File: config.mk
export PLATFORM = sky130hd
export DESIGN_NAME = spfm_top
export DESIGN_NICKNAME = d
export VERILOG_FILES = /design/src/hw/spfm_pkg.sv /design/src/hw/spfm_sync.sv /design/src/hw/spfm_top.sv
export VERILOG_INCLUDE_DIRS = /design/src /design/src/hw
export SDC_FILE = /design/constraint.sdc
export NUM_CORES = 1
export LEC_CHECK = 0
export ABC_CLOCK_PERIOD_IN_PS = 22200
export BUFFER_PORTS_ARGS = -buffer_cell sky130_fd_sc_hd__buf_2
export CORE_AREA = 2 2 272 274
export DETAILED_ROUTE_END_ITERATION = 8
export DIE_AREA = 0 0 274 276
export GPL_TIMING_DRIVEN = 1
export PLACE_DENSITY = 0.44
export SLEW_MARGIN = 15
export SYNTH_ARGS = -nofsm -noshare
export SYNTH_HDL_FRONTEND = slang
export SYNTH_SLANG_ARGS = --single-unit
export TNS_END_PERCENT = 20
File: constraint.sdc
create_clock -name i_ref_clk -period 22.2 [get_ports i_ref_clk]
set_input_delay 1.11 -clock i_ref_clk [delete_from_list [all_inputs] [get_ports i_ref_clk]]
set_output_delay 1.11 -clock i_ref_clk [all_outputs]
set_load 0.02 [all_outputs]
File: src/hw/spfm_cfg.svh
`ifndef SPFM_CFG_SVH
`define SPFM_CFG_SVH
// How it works
// - Thirty-two shared pins each carry at most one selected function at a time; selects above 4 pick none.
// - General I/O bits 4, 2 and 0 are input only: general I/O never drives them, F1..F4 alternates still can.
// - Card wait inputs go straight to the card controller, no enable bit.
// - Timer external clock pin feeds all three timer channels.
// - Serial external clock pin feeds both serial channels.
// - Byte-lane 3/2 strobes become card I/O write/read during card accesses.
// - Bits 23..21 carry serial peripheral clock, in, out, or trace status 2..4.
// - Bit 20 carries timer 0 out, highway frame sync, or trace status 1.
// - Bit 17 carries codec data in 0, NAND write strobe, or UART 1 transmit.
// - Bit 29 carries card 2 high select, chip enable 5, interrupt 7, trace 6.

// ****************************************
// Widths and select encodings
// ****************************************
`define SPFM_NPIO 32
`define SPFM_SELW 3
`define SPFM_SEL_GIO 3'h0
`define SPFM_SEL_F1 3'h1
`define SPFM_SEL_F2 3'h2
`define SPFM_SEL_F3 3'h3
`define SPFM_SEL_F4 3'h4
`define SPFM_IN_ONLY_MASK 32'h00000015
`define SPFM_OE_OFF 1'h1
`define SPFM_OE_ON 1'h0
`define SPFM_IDLE_HI 32'hffffffff
`define SPFM_INT_IDLE 8'hff
`define SPFM_PIN_WAIT1 24
`define SPFM_PIN_WAIT2 27
`define SPFM_PIN_TIMER_EXT_CLOCK 18
`define SPFM_PIN_SCLK 5
`define SPFM_PIN_INT7 29
`define SPFM_PIN_INT6 28
`define SPFM_PIN_INT5 15
`define SPFM_PIN_INT4 14
`define SPFM_PIN_INT3 9
`define SPFM_PIN_INT2 8
`define SPFM_PIN_INT1 7
`define SPFM_PIN_INT0 6
`endif

File: src/hw/spfm_pkg.sv
package spfm_pkg;
  typedef logic [2:0] spfm_sel_type;
endpackage

File: src/hw/spfm_sync.sv
`timescale 1ns/1ns
`include "spfm_cfg.svh"
// ****************************************
// Three-stage pin synchroniser, change accepted when stages two and three agree
// ****************************************
module spfm_sync (
  input wire logic i_clk,
  input wire logic i_rst_n,
  input wire logic [31:0] i_async,
  output logic [31:0] o_sync
);
  logic [31:0] s1_reg;
  logic [31:0] s2_reg;
  logic [31:0] s3_reg;
  logic [31:0] out_reg;
  // Stage one feeds only stage two
  always_ff @(posedge i_clk or negedge i_rst_n) begin
    if (!i_rst_n) begin
      s1_reg <= 32'h0;
      s2_reg <= 32'h0;
      s3_reg <= 32'h0;
      out_reg <= 32'h0;
    end else begin
      s1_reg <= i_async;
      s2_reg <= s1_reg;
      s3_reg <= s2_reg;
      out_reg <= (s2_reg & s3_reg) | (out_reg & (s2_reg | s3_reg));
    end
  end
  assign o_sync = out_reg;
endmodule

File: src/hw/spfm_top.sv
`timescale 1ns/1ns
`include "spfm_cfg.svh"
// ****************************************
// Shared pin function multiplexer
// ****************************************
module spfm_top (
  input wire logic i_ref_clk,
  input wire logic i_rst_n,
  input wire logic [95:0] i_pin_sel,
  input wire logic [31:0] i_gio_out,
  input wire logic [31:0] i_gio_dir,
  output logic [31:0] o_gio_in,
  input wire logic [31:0] i_pad_in,
  output logic [31:0] o_pad_out,
  output logic [31:0] o_pad_oe_n,
  input wire logic [31:0] i_f1_out,
  input wire logic [31:0] i_f1_oe,
  input wire logic [31:0] i_f2_out,
  input wire logic [31:0] i_f2_oe,
  input wire logic [31:0] i_f3_out,
  input wire logic [31:0] i_f3_oe,
  input wire logic [31:0] i_f4_out,
  input wire logic [31:0] i_f4_oe,
  output logic [31:0] o_f1_in,
  output logic [31:0] o_f2_in,
  output logic [31:0] o_f3_in,
  output logic [31:0] o_f4_in,
  output logic o_card_slot1_wait_n,
  output logic o_card_slot2_wait_n,
  output logic o_timer_ext_clock,
  output logic o_serial_ext_clock,
  output logic [7:0] o_ext_int,
  input wire logic i_trace_status0,
  output logic o_trace_status0_pad,
  input wire logic i_card_access,
  input wire logic i_byte_lane3_strobe_n,
  input wire logic i_byte_lane2_strobe_n,
  input wire logic i_card_io_write_n,
  input wire logic i_card_io_read_n,
  output logic o_byte_lane3_strobe_n,
  output logic o_byte_lane2_strobe_n
);
  logic rst_s1_reg;
  logic rst_n_reg;
  logic [31:0] pin_sync;
  logic [31:0] out_next;
  logic [31:0] oe_n_next;
  logic [31:0] f1_in_next;
  logic [31:0] f2_in_next;
  logic [31:0] f3_in_next;
  logic [31:0] f4_in_next;
  logic [31:0] gio_in_next;
  logic [31:0] out_reg;
  logic [31:0] oe_n_reg;
  logic [31:0] f1_in_reg;
  logic [31:0] f2_in_reg;
  logic [31:0] f3_in_reg;
  logic [31:0] f4_in_reg;
  logic [31:0] gio_in_reg;
  logic [7:0] int_next;
  logic [7:0] int_reg;
  logic misc_wait1_reg;
  logic misc_wait2_reg;
  logic timer_ext_clock_reg;
  logic sclk_reg;
  logic trace0_reg;
  logic be3_reg;
  logic be2_reg;
  wire be3_next;
  wire be2_next;
  // Input-only mask held as a vector so each pin picks its own bit
  localparam logic [31:0] in_only_mask = `SPFM_IN_ONLY_MASK;

  // ****************************************
  // Reset release through two flops
  // ****************************************
  always_ff @(posedge i_ref_clk or negedge i_rst_n) begin
    if (!i_rst_n) begin
      rst_s1_reg <= 1'h0;
      rst_n_reg <= 1'h0;
    end else begin
      rst_s1_reg <= 1'h1;
      rst_n_reg <= rst_s1_reg;
    end
  end

  // Pad inputs come from the board, so they are synchronised first
  spfm_sync u_sync (
    .i_clk(i_ref_clk),
    .i_rst_n(rst_n_reg),
    .i_async(i_pad_in),
    .o_sync(pin_sync)
  );

  // ****************************************
  // Per-pin selection
  // ****************************************
  // One select per pin; of the F1..F4 lanes only the chosen one hears the pin,
  // the others see an idle high; general I/O hears every pin regardless
  genvar gi;
  generate
    for (gi = 0; gi < `SPFM_NPIO; gi = gi + 1) begin : g_pin
      spfm_pkg::spfm_sel_type sel;
      wire in_only;
      wire is_gio;
      wire is_f1;
      wire is_f2;
      wire is_f3;
      wire is_f4;
      wire drv;
      assign sel = i_pin_sel[gi*`SPFM_SELW +: `SPFM_SELW];
      assign in_only = in_only_mask[gi];
      assign is_gio = (sel == `SPFM_SEL_GIO);
      assign is_f1 = (sel == `SPFM_SEL_F1);
      assign is_f2 = (sel == `SPFM_SEL_F2);
      assign is_f3 = (sel == `SPFM_SEL_F3);
      assign is_f4 = (sel == `SPFM_SEL_F4);
      // General I/O output blocked on input-only bits
      assign drv = is_gio ? (i_gio_dir[gi] & ~in_only) :
                   is_f1 ? i_f1_oe[gi] :
                   is_f2 ? i_f2_oe[gi] :
                   is_f3 ? i_f3_oe[gi] :
                   is_f4 ? i_f4_oe[gi] : 1'h0;
      assign out_next[gi] = is_gio ? i_gio_out[gi] :
                            is_f1 ? i_f1_out[gi] :
                            is_f2 ? i_f2_out[gi] :
                            is_f3 ? i_f3_out[gi] :
                            is_f4 ? i_f4_out[gi] : 1'h0;
      // Pad enable is active low, so an unselected pin floats to the board's level
      assign oe_n_next[gi] = drv ? `SPFM_OE_ON : `SPFM_OE_OFF;
      // Every pin stays readable as general I/O whatever its select
      assign gio_in_next[gi] = pin_sync[gi];
      // Bits 23..21, 20, 17, 29 hear their alternates through the F1..F4 lanes
      assign f1_in_next[gi] = is_f1 ? pin_sync[gi] : 1'h1;
      assign f2_in_next[gi] = is_f2 ? pin_sync[gi] : 1'h1;
      assign f3_in_next[gi] = is_f3 ? pin_sync[gi] : 1'h1;
      assign f4_in_next[gi] = is_f4 ? pin_sync[gi] : 1'h1;
    end
  endgenerate

  // Interrupt lines are wired straight through; software masks misuse
  // No gating here: a pin used for another function still toggles its line
  assign int_next = {pin_sync[`SPFM_PIN_INT7],
                     pin_sync[`SPFM_PIN_INT6],
                     pin_sync[`SPFM_PIN_INT5],
                     pin_sync[`SPFM_PIN_INT4],
                     pin_sync[`SPFM_PIN_INT3],
                     pin_sync[`SPFM_PIN_INT2],
                     pin_sync[`SPFM_PIN_INT1],
                     pin_sync[`SPFM_PIN_INT0]};

  // Card access swaps the byte strobes for the card I/O strobes
  // Registered so the pads move only on the clock edge, at one cycle of delay
  assign be3_next = i_card_access ? i_card_io_write_n : i_byte_lane3_strobe_n;
  assign be2_next = i_card_access ? i_card_io_read_n : i_byte_lane2_strobe_n;

  // ****************************************
  // Output registers
  // ****************************************
  always_ff @(posedge i_ref_clk or negedge rst_n_reg) begin
    if (!rst_n_reg) begin
      out_reg <= 32'h0;
      oe_n_reg <= `SPFM_IDLE_HI;
      gio_in_reg <= 32'h0;
      f1_in_reg <= `SPFM_IDLE_HI;
      f2_in_reg <= `SPFM_IDLE_HI;
      f3_in_reg <= `SPFM_IDLE_HI;
      f4_in_reg <= `SPFM_IDLE_HI;
      int_reg <= `SPFM_INT_IDLE;
    end else begin
      out_reg <= out_next;
      oe_n_reg <= oe_n_next;
      gio_in_reg <= gio_in_next;
      f1_in_reg <= f1_in_next;
      f2_in_reg <= f2_in_next;
      f3_in_reg <= f3_in_next;
      f4_in_reg <= f4_in_next;
      int_reg <= int_next;
    end
  end

  // Dedicated taps plus trace and byte strobe flops: no enable bit, every tap consumer sees the pin regardless
  always_ff @(posedge i_ref_clk or negedge rst_n_reg) begin
    if (!rst_n_reg) begin
      misc_wait1_reg <= 1'h1;
      misc_wait2_reg <= 1'h1;
      timer_ext_clock_reg <= 1'h0;
      sclk_reg <= 1'h0;
      trace0_reg <= 1'h0;
      be3_reg <= 1'h1;
      be2_reg <= 1'h1;
    end else begin
      misc_wait1_reg <= pin_sync[`SPFM_PIN_WAIT1];
      misc_wait2_reg <= pin_sync[`SPFM_PIN_WAIT2];
      timer_ext_clock_reg <= pin_sync[`SPFM_PIN_TIMER_EXT_CLOCK];
      sclk_reg <= pin_sync[`SPFM_PIN_SCLK];
      trace0_reg <= i_trace_status0;
      be3_reg <= be3_next;
      be2_reg <= be2_next;
    end
  end

  // ****************************************
  // Output wiring, every port straight from a flop
  // ****************************************
  assign o_pad_out = out_reg;
  assign o_pad_oe_n = oe_n_reg;
  assign o_gio_in = gio_in_reg;
  assign o_f1_in = f1_in_reg;
  assign o_f2_in = f2_in_reg;
  assign o_f3_in = f3_in_reg;
  assign o_f4_in = f4_in_reg;
  assign o_ext_int = int_reg;
  assign o_card_slot1_wait_n = misc_wait1_reg;
  assign o_card_slot2_wait_n = misc_wait2_reg;
  assign o_timer_ext_clock = timer_ext_clock_reg;
  assign o_serial_ext_clock = sclk_reg;
  assign o_trace_status0_pad = trace0_reg;
  assign o_byte_lane3_strobe_n = be3_reg;
  assign o_byte_lane2_strobe_n = be2_reg;
endmodule

# ---- After elaboration in Yosys (flattened, before gate mapping)
# Cells that the tools add are included.
dict set report op_classes {
  n_eq_ne 128
  muxes 482
  bitwise_logic 4
  reduce_logical 32
}
# operator count
set ops {}
lappend ops {{2-to-1 mux 1 bit} 482}
lappend ops {{== test 3 x 2 -> 1 bit, second input constant} 64}
lappend ops {{== test 3 x 1 -> 1 bit, second input constant} 32}
lappend ops {{== test 3 bit, second input constant} 32}
lappend ops {{zero test 3 bit} 32}
lappend ops {{AND 32 bit} 2}
lappend ops {{OR 32 bit} 2}
dict set report totals {
  reg_bits 369
  input_bits 456
  out_inout_bits 239
  word_cells 667
}

# ---- Depth between registers and ports, before layout
# Gate-level depths: netlist (run 1).
dict set report depth {
  depth_word 7
  ltp_mapped 4
  depth_no_buf 3
}

# ---- Modules after synthesis
# A second synthesis (run 1) with hierarchy kept.
dict set report hier_totals {
  cells_unflattened 936
  hier_area_um2 13778.2
}
# mod n_inst cells_each area_each_um2 seq_area_each_um2
set modules_own_cells {}
lappend modules_own_cells {spfm_top 1 776 10214.8 6195.9}
lappend modules_own_cells {spfm_sync 1 160 3563.4 3203.1}

# ---- Worst setup path before layout (run 1)
# OpenSTA, ideal clock, no wires.
dict set report synth_timing {
  path_type {input -> register}
  from {input port i_pin_sel[93]}
  to {register out_reg[31], in the netlist o_pad_out[31]}
  setup_time_ns 0.121
  arrival_time_ns 1.790
  t_required_ns 22.079
  setup_slack_ns 20.290
  stages 4
  n_path_buf 1
  cell_sequence {buf_6 > mux4_2 > inv_1 > o21ai_1}
}
dict set report synth_between {
  elab_chain_cells 6
  word_cells_on_any_way 10
  classes_between {eq/ne (4); mux (5); reduce/logical (1)}
}
# item line_no
set synth_rtl {}
lappend synth_rtl {{start: declaration} spfm_top.sv:9} ;# input wire logic [95:0] i_pin_sel,
lappend synth_rtl {{== test 3 bit (no source line)} n/a}
lappend synth_rtl {{2-to-1 mux 1 bit} spfm_top.sv:128} ;# is_f4 ? i_f4_out[gi] : 1'h0;
lappend synth_rtl {{2-to-1 mux 1 bit} spfm_top.sv:127} ;# is_f3 ? i_f3_out[gi] :
lappend synth_rtl {{2-to-1 mux 1 bit} spfm_top.sv:126} ;# is_f2 ? i_f2_out[gi] :
lappend synth_rtl {{2-to-1 mux 1 bit} spfm_top.sv:125} ;# is_f1 ? i_f1_out[gi] :
lappend synth_rtl {{2-to-1 mux 1 bit *} spfm_top.sv:124} ;# assign out_next[gi] = is_gio ? i_gio_out[gi] :
lappend synth_rtl {{net out_next[31]} spfm_top.sv:46} ;# logic [31:0] out_next;
lappend synth_rtl {{end signal: assignment} spfm_top.sv:171} ;# out_reg <= out_next;
lappend synth_rtl {{end: declaration} spfm_top.sv:53} ;# logic [31:0] out_reg;
# The timed path passes the listed nets; every way through them passes the cells marked *.

==> metrics, run 1 <==
# clock sinks 367; final WL 44,100 um; Detail Placement HPWL roughly 35,000 um; Leak ~0.0086 uW; first drt pass iteration count 4; initial antenna violation count 8; share of cells above drive strength 1 around 58%; Hold Crit Class flop to flop; Seq pwr share 46.0%; gr usage total 11.4%; Clock power frac 42.1%; net switching power ~400 uW; status completed; Rows 99; # hold bufs at CTS 0; Yosys top cell by area dfrtp_1; CP Capture Type asynchronous set/reset pin; TritonCTS Buffers 41; largest net degree at the start of global routing between 70 and 80; num ports 695; VDD IR max ~44 uV; Routed Antenna Nets 0; Worst EP arrival around 3.6 ns; Comb power frac 11.9%; worst slew pin tran approximately 0.95 ns; Synth Instances between 900 and 1,000; commonest non-fill, non-tap cells in the layout 691 x buf_2, 194 x dfrtp_1, 172 x dfstp_2, 63 x nand3b_1, 61 x mux2i_1; hold slack ~0.34 ns; Fin Clk Skew 0.0115 ns; Net count, final about 2,100; grt total ovfl 0; post-route minimum period 3.00 ns; pins over their slew limit 0; pwr dens 83.2 nW/um2; TritonCTS clock tree yes; die area 75,600 um2; switching portion of total power 24.7%; Setup crit start kind flop; CP required between 20 and 25 ns; gpl congestion roughly 0.94; First DRT Iteration DRCs 346; Hold Violations, Final 0; Die W roughly 270 um; CTS Root Cell clkbuf_16; initial core utilization a little under a fifth; share of the synthesized area in the top cell type 35.7%; final setup TNS 0 ns; Synth cell types 24; fin crit share 13.5%; port buffer count ~690; f_max 333 MHz; RSZ-0062 raised after global routing false; WS Path Type flop to asynchronous set/reset pin; Synth area leaders dfrtp_1 36%, dfstp_2 33%, mux4_2 5.3%; Net Count, Synth between 1,000 and 1,500; Netlist Area Pre-Place 13,700 um2; final setup fails 0; H-tree levels 2; max-cap violations 0; cell internal pwr 1220 uW; Worst slew margin 36.5%; drt wl/cell around 17 um; worst skew pair latency 0.54 ns; vias per inst 3.89; Setup Fix Bufs, Post-CTS 0; yosys warns 0; Core Footprint 72,600 um2; CP max FO 63; PostCTS Resize Cnt 0; vias 10,200; vias in the first global route about 11,000; Die Height roughly 280 um; Seq/Total Area, Yosys 68.7%; Worst-path clk slew about 0.060 ns; CTS max path bufs 3; DRC 0; synthesis-to-finish area growth 41.7%; most common cell after layout, fill and taps aside buf_2; first-pass GRT wire length 66,200 um; Syn Area/Cell 14.9 um2; Synth Register Bits 367
power by group through the flow:
stage	sequential (uW)	combinational (uW)	clock, uW
floorplan	792	59.3	0
detailed placement	754	196	0
global placement	754	194	0
CTS	744	197	714
global route	748	210	744
finish	743	192	680
critical path, stage by stage, from the launching register on:
cell and delay, ns:
dfrtp_4 0.96, buf_4 0.73, buf_4 0.72, buf_4 0.57
kinds of logic (layout without fill, tap and decap cells):
family,count (synthesis),in the layout,share of synthesized area [%]
flip-flops,367,367,68.7
other,1,6,0.0274
AO/OA/AOI/OAI,66,66,3.02
adder cells (fa/ha/maj),32,32,2.34
multiplexers,96,96,9.97
buffers and inverters,66,802,3.39
AND/OR/NAND/NOR,290,290,12.6
cells in the mapped netlist:
master / instances
nor3b_1: 56
dfrtp_1: 195
inv_1: 32
a211oi_1: 29
or3_1: 4
o21ai_1: 32
nor3_1: 29
maj3_1: 32
mux2i_1: 61
conb_1: 1
buf_6: 27
mux4_2: 32
buf_2: 5
nor2_1: 37
o21a_1: 3
nand2b_1: 33
a31oi_1: 2
nand2_1: 30
nor4bb_1: 2
nand3b_1: 63
buf_4: 2
dfstp_2: 172
nand3_1: 36
mux2_2: 3
per-stage QoR:
step / total power (uW) / instances / cell area [um2] / utilization [%] / worst slack [ns]
finish: 1620 / 2618 / 19400 / 26.7 / 19.20
floorplan: 851 / 918 / 13700 / - / 11.51
global placement: 948 / 2540 / 18000 / 24.9 / 19.07
global route: 1700 / 2618 / 19400 / 26.7 / 18.67
detailed placement: 950 / 2540 / 18000 / 24.9 / 19.02
CTS: 1650 / 2613 / 19400 / 26.7 / 19.01
area by class of cell:
type / instances / area (um2)
clock buffers: 65 / 1200
flip-flops and latches: 367 / 9400
diodes: 5 / 12.5
inverters: 32 / 120
clock inverters: 8 / 143
fillers: 7705 / 53200
repair buffers: 697 / 3500
well taps: 959 / 1200
multi-input cells: 485 / 3820
worst paths after layout:
kind                            cells past startpoint  slack [ns]                        start                           to
worst max register to register                      3       19.20          rst_n_reg$_DFF_PN0_        o_f2_in[15]$_DFF_PN1_
worst min-delay path                                0        0.34  u_sync.s1_reg[22]$_DFF_PN0_  u_sync.s2_reg[22]$_DFF_PN0_
min in group asynchronous                           1        0.35                      i_rst_n          rst_n_reg$_DFF_PN0_
max in group i_ref_clk                              1       19.77     o_pad_oe_n[17]$_DFF_PN1_               o_pad_oe_n[17]
worst min register to register                      0        0.34  u_sync.s1_reg[22]$_DFF_PN0_  u_sync.s2_reg[22]$_DFF_PN0_
worst max-delay path                                3       19.20          rst_n_reg$_DFF_PN0_        o_f2_in[15]$_DFF_PN1_
layer usage:
metal  part of all wire [%]  global-route usage [%]  wire length (um)
met1                     37                    12.4             16200
met5                  0.064                       0                28
met3                    9.2                    3.91              4050
met4                    3.9                    4.97              1700
met2                     50                    19.8             22000
Power figures use the tool's default switching activity.
==> inputs of run 2 (changes only) <==
ABC_AREA = 1   (was not set)
ABC_CLOCK_PERIOD_IN_PS = 2430   (was 22200)
PLACE_DENSITY = 0.46   (was 0.44)
clock period = 2.43 ns   (was 22.2 ns; I/O delays follow)
==> run 2 against run 1 <==
Sequential share of layout area shrank 9.8 points. Setup slack lost 19 ns. Synthesized area grew 2.8%. Sequential power grew to 9.1 times the previous value.
==> metrics, run 2 <==
Simple-Gate Fraction of Synth Area 23.6% (+11 points); Synth cell types 16 (-33%); Fin Clk Skew 0.00890 ns (-0.00256 ns); share of cells above drive strength 1 36.6% (-22 points); First DRT Iteration DRCs 629 (+82%); worst slew pin tran 0.545 ns (-0.408 ns); share of the synthesized area in the top cell type 34.7% (-0.96 points); f_max between 400 and 500 MHz; grt total ovfl 0 (unchanged); Core Util, Final 33.5% (+6.8 points); Post-synth EDFFs 0 (unchanged); commonest non-fill, non-tap cells in the layout 691 x buf_2, 444 x nand2_1, 390 x dlygate4sd3_1, 215 x inv_1, 194 x dfrtp_1; post-route minimum period 2.09 ns; Hold Violations, Final 0 (unchanged); Worst-path clk slew 0.06 ns (about the same); Synth Register Bits 367 (unchanged); die area 75,600 um2 (unchanged); synthesis-to-finish area growth 72.8%; TritonCTS clock tree yes; num ports 695 (unchanged); largest family of logic cells by synthesized area simple AND/OR/NAND/NOR gates; post-synthesis compound-gate area fraction 1.25% (-1.8 points); Die Height 276 um (unchanged); Hold Crit Class primary input to flop; Synth area leaders dfrtp_1 35%, dfstp_2 32%, nand2_1 12%; max-cap violations 0 (unchanged); CTS max path bufs 3 (unchanged); pins over their slew limit 0 (unchanged); most common cell after layout, fill and taps aside buf_2; Synth Area in Adders 2.28% (-0.063 points); Synth Instances 1,434 (+56%); fin crit share 86.0%; TritonCTS Buffers 44 (+7.3%); gr usage total 13.7% (+2.3 points); Worst EP arrival 2.57 ns (-1.05 ns); # clock sinks 367 (unchanged); Net count, final 3,032 (+46%); WS Path Type primary input to flop; hold slack 0.211 ns (-0.132 ns); pwr dens 649 nW/um2 (+680%); ys flop type dfrtp_1; count leader, synth nand2_1; multiplexer area fraction after synthesis 0.160% (-9.8 points); largest net degree at the start of global routing 50 (-36%); first-pass GRT wire length 82,200 um (+24%); initial antenna violation count 4 (-4); Worst slew margin 63.7% (+27 points); cell area after placement 18,900 um2 (+4.9%); VDD IR max 380 uV (+760%); Detail Placement HPWL 41,100 um (+17%); DRC 0 (unchanged); Die W 274 um (unchanged); PnR worst setup slack 0.339 ns (-18.86 ns); Routed Antenna Nets 0 (unchanged); CTS Root Cell clkbuf_16; FFs w/ async S/R, synth 100% (unchanged); most frequent cells after synthesis 444 x nand2_1, 215 x inv_1, 195 x dfrtp_1, 172 x dfstp_2, 137 x nand3_1; yosys warns 0 (unchanged); vias in the first global route 15,300 (+37%); Seq/Total Area, Yosys 66.8% (-1.9 points); vias 14,400 (+42%); initial core utilization 19.4% (+0.52 points); Rows 99 (unchanged); Placement Setup Slack 1.14 ns (-17.88 ns); CP max FO 6 (-90%); Tot Pwr 15,800 uW (+880%); Core Footprint 72,600 um2 (unchanged); XOR/XNOR Fraction of Synth Area 0% (unchanged); drt wl/cell 15.1 um (-10%); status completed; final setup fails 0 (unchanged); Setup crit start kind primary input; first drt pass iteration count 5 (+1); gpl congestion 0.956 (+1.8%); Net Count, Synth 1,890 (+38%); RSZ-0062 raised after global routing false; Reg2Reg Setup Slack 1.05 ns (-18.15 ns); CP Capture Type flop; Leak 0.0116 uW (+35%); Final Instance Area 24,300 um2 (+25%); worst skew pair latency 0.54 ns (about the same); final WL 53,800 um (+22%); Yosys top cell by area dfrtp_1; port buffer count 691 (unchanged); vias per inst 4.04 (+3.8%); H-tree levels 2 (unchanged); Netlist Area Pre-Place 14,100 um2 (+2.8%); Syn Area/Cell 9.81 um2 (-34%); CP required 2.91 ns (-19.91 ns)
## run 2: cell types whose count changed in the layout (fill, tap and decap cells not counted), moves of 34 or more
| cell | delta |
|---|---|
| nand4_1 | +45 |
| nand2_1 | +414 |
| nand3b_1 | -63 |
| nand3_1 | +101 |
| inv_1 | +183 |
| a21oi_1 | +34 |
| mux2i_1 | -61 |
| dlygate4sd3_1 | +390 |
| nor3b_1 | -56 |
| nor2_1 | +48 |
## run 2: power breakdown
group / internal (uW) / switching [uW]
sequential: 6610 / 179
clock: 4000 / 2580
combinational: 1100 / 1310
total: 11700 / 4060
## run 2: stage by stage
stage	setup TNS, ns	cells
after floorplan	-254.46	1434
after global placement	0	3099
after detailed placement	0	3099
after CTS	0	3569
after global routing	0	3572
final	0	3572
## run 2: path summary, 6_finish.rpt
path / cells after the start / endpoint / startpoint
worst max-delay path: 7 / o_pad_out[20]$_DFF_PN0_ / i_pin_sel[62]
worst min-delay path: 2 / u_sync.s1_reg[29]$_DFF_PN0_ / i_pad_in[29]
worst max register to register: 3 / o_f4_in[9]$_DFF_PN1_ / u_sync.o_sync[9]$_DFF_PN0_
worst min register to register: 0 / o_pad_out[25]$_DFF_PN0_ / rst_n_reg$_DFF_PN0_
max in group asynchronous: 2 / o_f3_in[24]$_DFF_PN1_ / rst_n_reg$_DFF_PN0_
min in group asynchronous: 0 / o_pad_out[25]$_DFF_PN0_ / rst_n_reg$_DFF_PN0_
## run 2: per-layer routing
| metal | up-vias | part of all wire, % | track usage [%] |
|---|---|---|---|
| met5 | - | 0 | 0 |
| met4 | 0 | 4.3 | 6.23 |
| met3 | 141 | 7.5 | 3.42 |
| met2 | 597 | 50 | 24.3 |
| met1 | 6854 | 38 | 15.3 |
| li1 | 6825 | - | - |
## run 2: area by class of cell
cell class | instances | area, um2
multi-input combinational | 850 | 3840
tap | 959 | 1200
clock inverter | 16 | 170
timing repair buffer | 1098 | 7590
inverter | 215 | 807
antenna | 3 | 7.51
fill | 7469 | 48300
clock buffer | 64 | 1290
sequential | 367 | 9400
## run 2: what timing repair did
| item | in CTS | in global routing |
|---|---|---|
| buffers inserted | 0 | 0 |
| resized for setup | 0 | 0 |
| endpoints found under the hold margin | 227 | 0 |
| hold buffers | 390 | 0 |
## run 2: kinds of logic (layout without fill, tap and decap cells)
family | count (synthesis) | count (layout)
AO/OA/AOI/OAI | 35 | 35
buffers and inverters | 217 | 1393
AND/OR/NAND/NOR | 780 | 780
flip-flops | 367 | 367
other | 1 | 4
adder cells (fa/ha/maj) | 32 | 32
multiplexers | 2 | 2
## run 2: worst max-delay path: stages
cell and delay [ns]:
dlygate4sd3_1 0.56, buf_2 0.17, nor3_1 0.39, nand2_1 0.10
dlygate4sd3_1 0.58, nand4_1 0.09, dlygate4sd3_1 0.56
==> inputs of run 3 (changes only) <==
==> constraint.sdc (replaced) <==
create_clock -name i_ref_clk -period 2.43 [get_ports i_ref_clk]
set_input_delay 0.243 -clock i_ref_clk [delete_from_list [all_inputs] [get_ports i_ref_clk]]
set_output_delay 0.243 -clock i_ref_clk [all_outputs]
set_load 0.02 [all_outputs]
==> run 3 against run 2 <==
Clock-buffer cell count is 1 higher. Cell area fell by 2.5%. Clock power up 2%. Critical path type unchanged. Wire length down 3.2%. Maximum frequency is 3.8% lower. Setup slack got worse by 0.082 ns. Global-route usage down 0.36 points. Hold slack worse by 0.17 ns. Clock skew up 0.0063 ns. Largest cell class unchanged.
==> metrics, run 3 (synthesis results as in run 2) <==
Detail Placement HPWL 40,600 um (-1.3%); DRC 0 (unchanged); gr usage total 13.3% (-0.36 points); worst skew pair latency 0.56 ns (+0.02 ns); First DRT Iteration DRCs 519 (-17%); most used cell, CP nand2_1; slowest CP cell dlygate4sd3_1; initial antenna violation count 5 (+1); Final Instance Area 23,700 um2 (-2.5%); Net count, final 2,970 (-2.0%); # hold bufs at CTS 332 (-15%); most common cell after layout, fill and taps aside buf_2; CP Depth 11 (+4); cell internal pwr 11,700 uW (about the same); Setup Fix Bufs, Post-CTS 0 (unchanged); FF+latch area 9400 um2 (unchanged); PostCTS Resize Cnt 0 (unchanged); Seq pwr share 42.8% (-0.3 points); TritonCTS Buffers 44 (unchanged); num ports 695 (unchanged); Setup crit start kind primary input; Crit path largest cell delay 0.57 ns (about the same); drt wl/cell 14.8 um (-1.5%); CP delay by family, top buffers and inverters; Worst EP arrival 2.67 ns (+0.10 ns); Die Height 276 um (unchanged); TritonCTS clock tree yes; final WL 52,100 um (-3.2%); CP max FO 6 (unchanged); gpl congestion 0.945 (-1.2%); Die W 274 um (unchanged); fin crit share 89.4% (+3.4 points); synthesis-to-finish area growth 68.4%; cell area after placement 18,900 um2 (-0.36%); Fin Clk Skew 0.0152 ns (+0.00628 ns); largest net degree at the start of global routing 95 (+90%); Hold Crit Class primary input to flop; Buf/Inv on CP 5 (+1); # clock sinks 367 (unchanged); Routed Antenna Nets 0 (unchanged); hold path startpoint i_f3_oe[0]; share of cells above drive strength 1 37.4% (+0.78 points); CTS Root Cell clkbuf_16; initial core utilization 19.4% (unchanged); final setup fails 0 (unchanged); footprint of the multi-input gates 3840 um2 (unchanged); die area 75,600 um2 (unchanged); VDD IR max 492 uV (+29%); Clock power frac 42.3% (+0.6 points); FF-to-FF Start u_sync.o_sync[27]$_DFF_PN0_; vias in the first global route 14,800 (-3.0%); post-route minimum period 2.17 ns (+0.0815 ns); Leak 0.0113 uW (-1.9%); CP Cell Sequence dlygate4sd3_1 > buf_2 > inv_1 > nand2_1 > nor2_1 > nand2_1 > nand3_1 > nand2_1 > dlygate4sd3_1 > nand2_1 > dlygate4sd3_1; H-tree levels 2 (unchanged); pins over their slew limit 0 (unchanged); hold slack 0.0451 ns (-0.166 ns); Fillers 7,530 (+0.82%); CP startpoint i_pin_sel[77]; status completed; CP required 2.93 ns (+0.02 ns); CP Capture Type flop; crit path to o_pad_oe_n[25]$_DFF_PN1_; reg2reg path depth 3 (unchanged); Core Footprint 72,600 um2 (unchanged); Hold Violations, Final 0 (unchanged); grt total ovfl 0 (unchanged); commonest non-fill, non-tap cells in the layout 691 x buf_2, 444 x nand2_1, 332 x dlygate4sd3_1, 215 x inv_1, 194 x dfrtp_1; net switching power 4110 uW (+1.1%); Rows 99 (unchanged); vias 14,000 (-2.7%); Comb power frac 14.8% (-0.5 points); Tot Pwr 15,800 uW (+0.30%); first-pass GRT wire length 79,700 um (-2.9%); PnR worst setup slack 0.258 ns (-0.0815 ns); switching portion of total power 26.0% (+0.21 points); WS Path Type primary input to flop; first drt pass iteration count 5 (unchanged); Placement Setup Slack 1.26 ns (+0.119 ns); Reg2Reg Setup Slack 1.05 ns (about the same); max-cap violations 0 (unchanged); vias per inst 3.99 (-1.1%); Worst-path clk slew 0.06 ns (about the same); RSZ-0062 raised after global routing false; CTS max path bufs 3 (unchanged); port buffer count 691 (unchanged); f_max 460 MHz (-3.8%); pwr dens 668 nW/um2 (+2.9%); worst reg2reg endpoint o_f4_in[27]$_DFF_PN1_
run 3: changes by cell type in the layout (fill, tap and decap cells not counted):
cell,change
clkbuf_8,+1
inv_6,+3
clkinv_2,-2
dlygate4sd3_1,-58
buf_12,-3
buf_4,-1
run 3: worst min path at each step:
stage,endpoint,slack (ns),depth (start not counted)
final,o_pad_oe_n[0]$_DFF_PN1_,0.05,6
after floorplan,rst_s1_reg$_DFF_PN0_,-0.05,0
after detailed placement,rst_n_reg$_DFF_PN0_,0.03,1
after CTS,o_pad_oe_n[0]$_DFF_PN1_,0.0005,6
after global routing,o_f1_in[30]$_DFF_PN1_,0.05,4
after global placement,rst_s1_reg$_DFF_PN0_,0.03,1
run 3: per-layer routing:
metal	global-route usage, %	vias to the layer above	wire [um]
met2	23.3	560	25400
met3	3.83	145	4230
met4	6.48	4	2540
met5	0	-	24
li1	-	6703	-
met1	14.6	6613	19900
run 3: power by group through the flow:
stage / logic [uW] / clock network (uW) / registers, uW
detailed placement: 1890 / 0 / 6880
floorplan: 475 / 0 / 7260
global route: 2560 / 7280 / 6820
global placement: 1880 / 0 / 6880
CTS: 2360 / 7000 / 6790
finish: 2340 / 6700 / 6780
run 3: layout make-up:
class	instances	share of cell area [%]
multi-input cells	850	16.2
flip-flops and latches	367	39.7
repair buffers	1036	29.3
clock buffers	65	5.49
diodes	3	0.0317
clock inverters	17	0.787
well taps	959	5.06
inverters	215	3.41
run 3: worst min-delay path, stage by stage:
cell,delay (ns)
buf_2,0.08
inv_1,0.03
nand2_1,0.05
nand3_1,0.07
nand2_1,0.06
nand2_1,0.05
run 3: stage by stage:
stage | setup TNS (ns) | util, % | std cells
3_5_place_dp | 0 | 26.0 | 3095
4_1_cts | 0 | 32.6 | 3509
3_3_place_gp | 0 | 26.0 | 3095
5_1_grt | 0 | 32.6 | 3511
6_report | 0 | 32.6 | 3512
2_1_floorplan | -254.46 | - | 1434
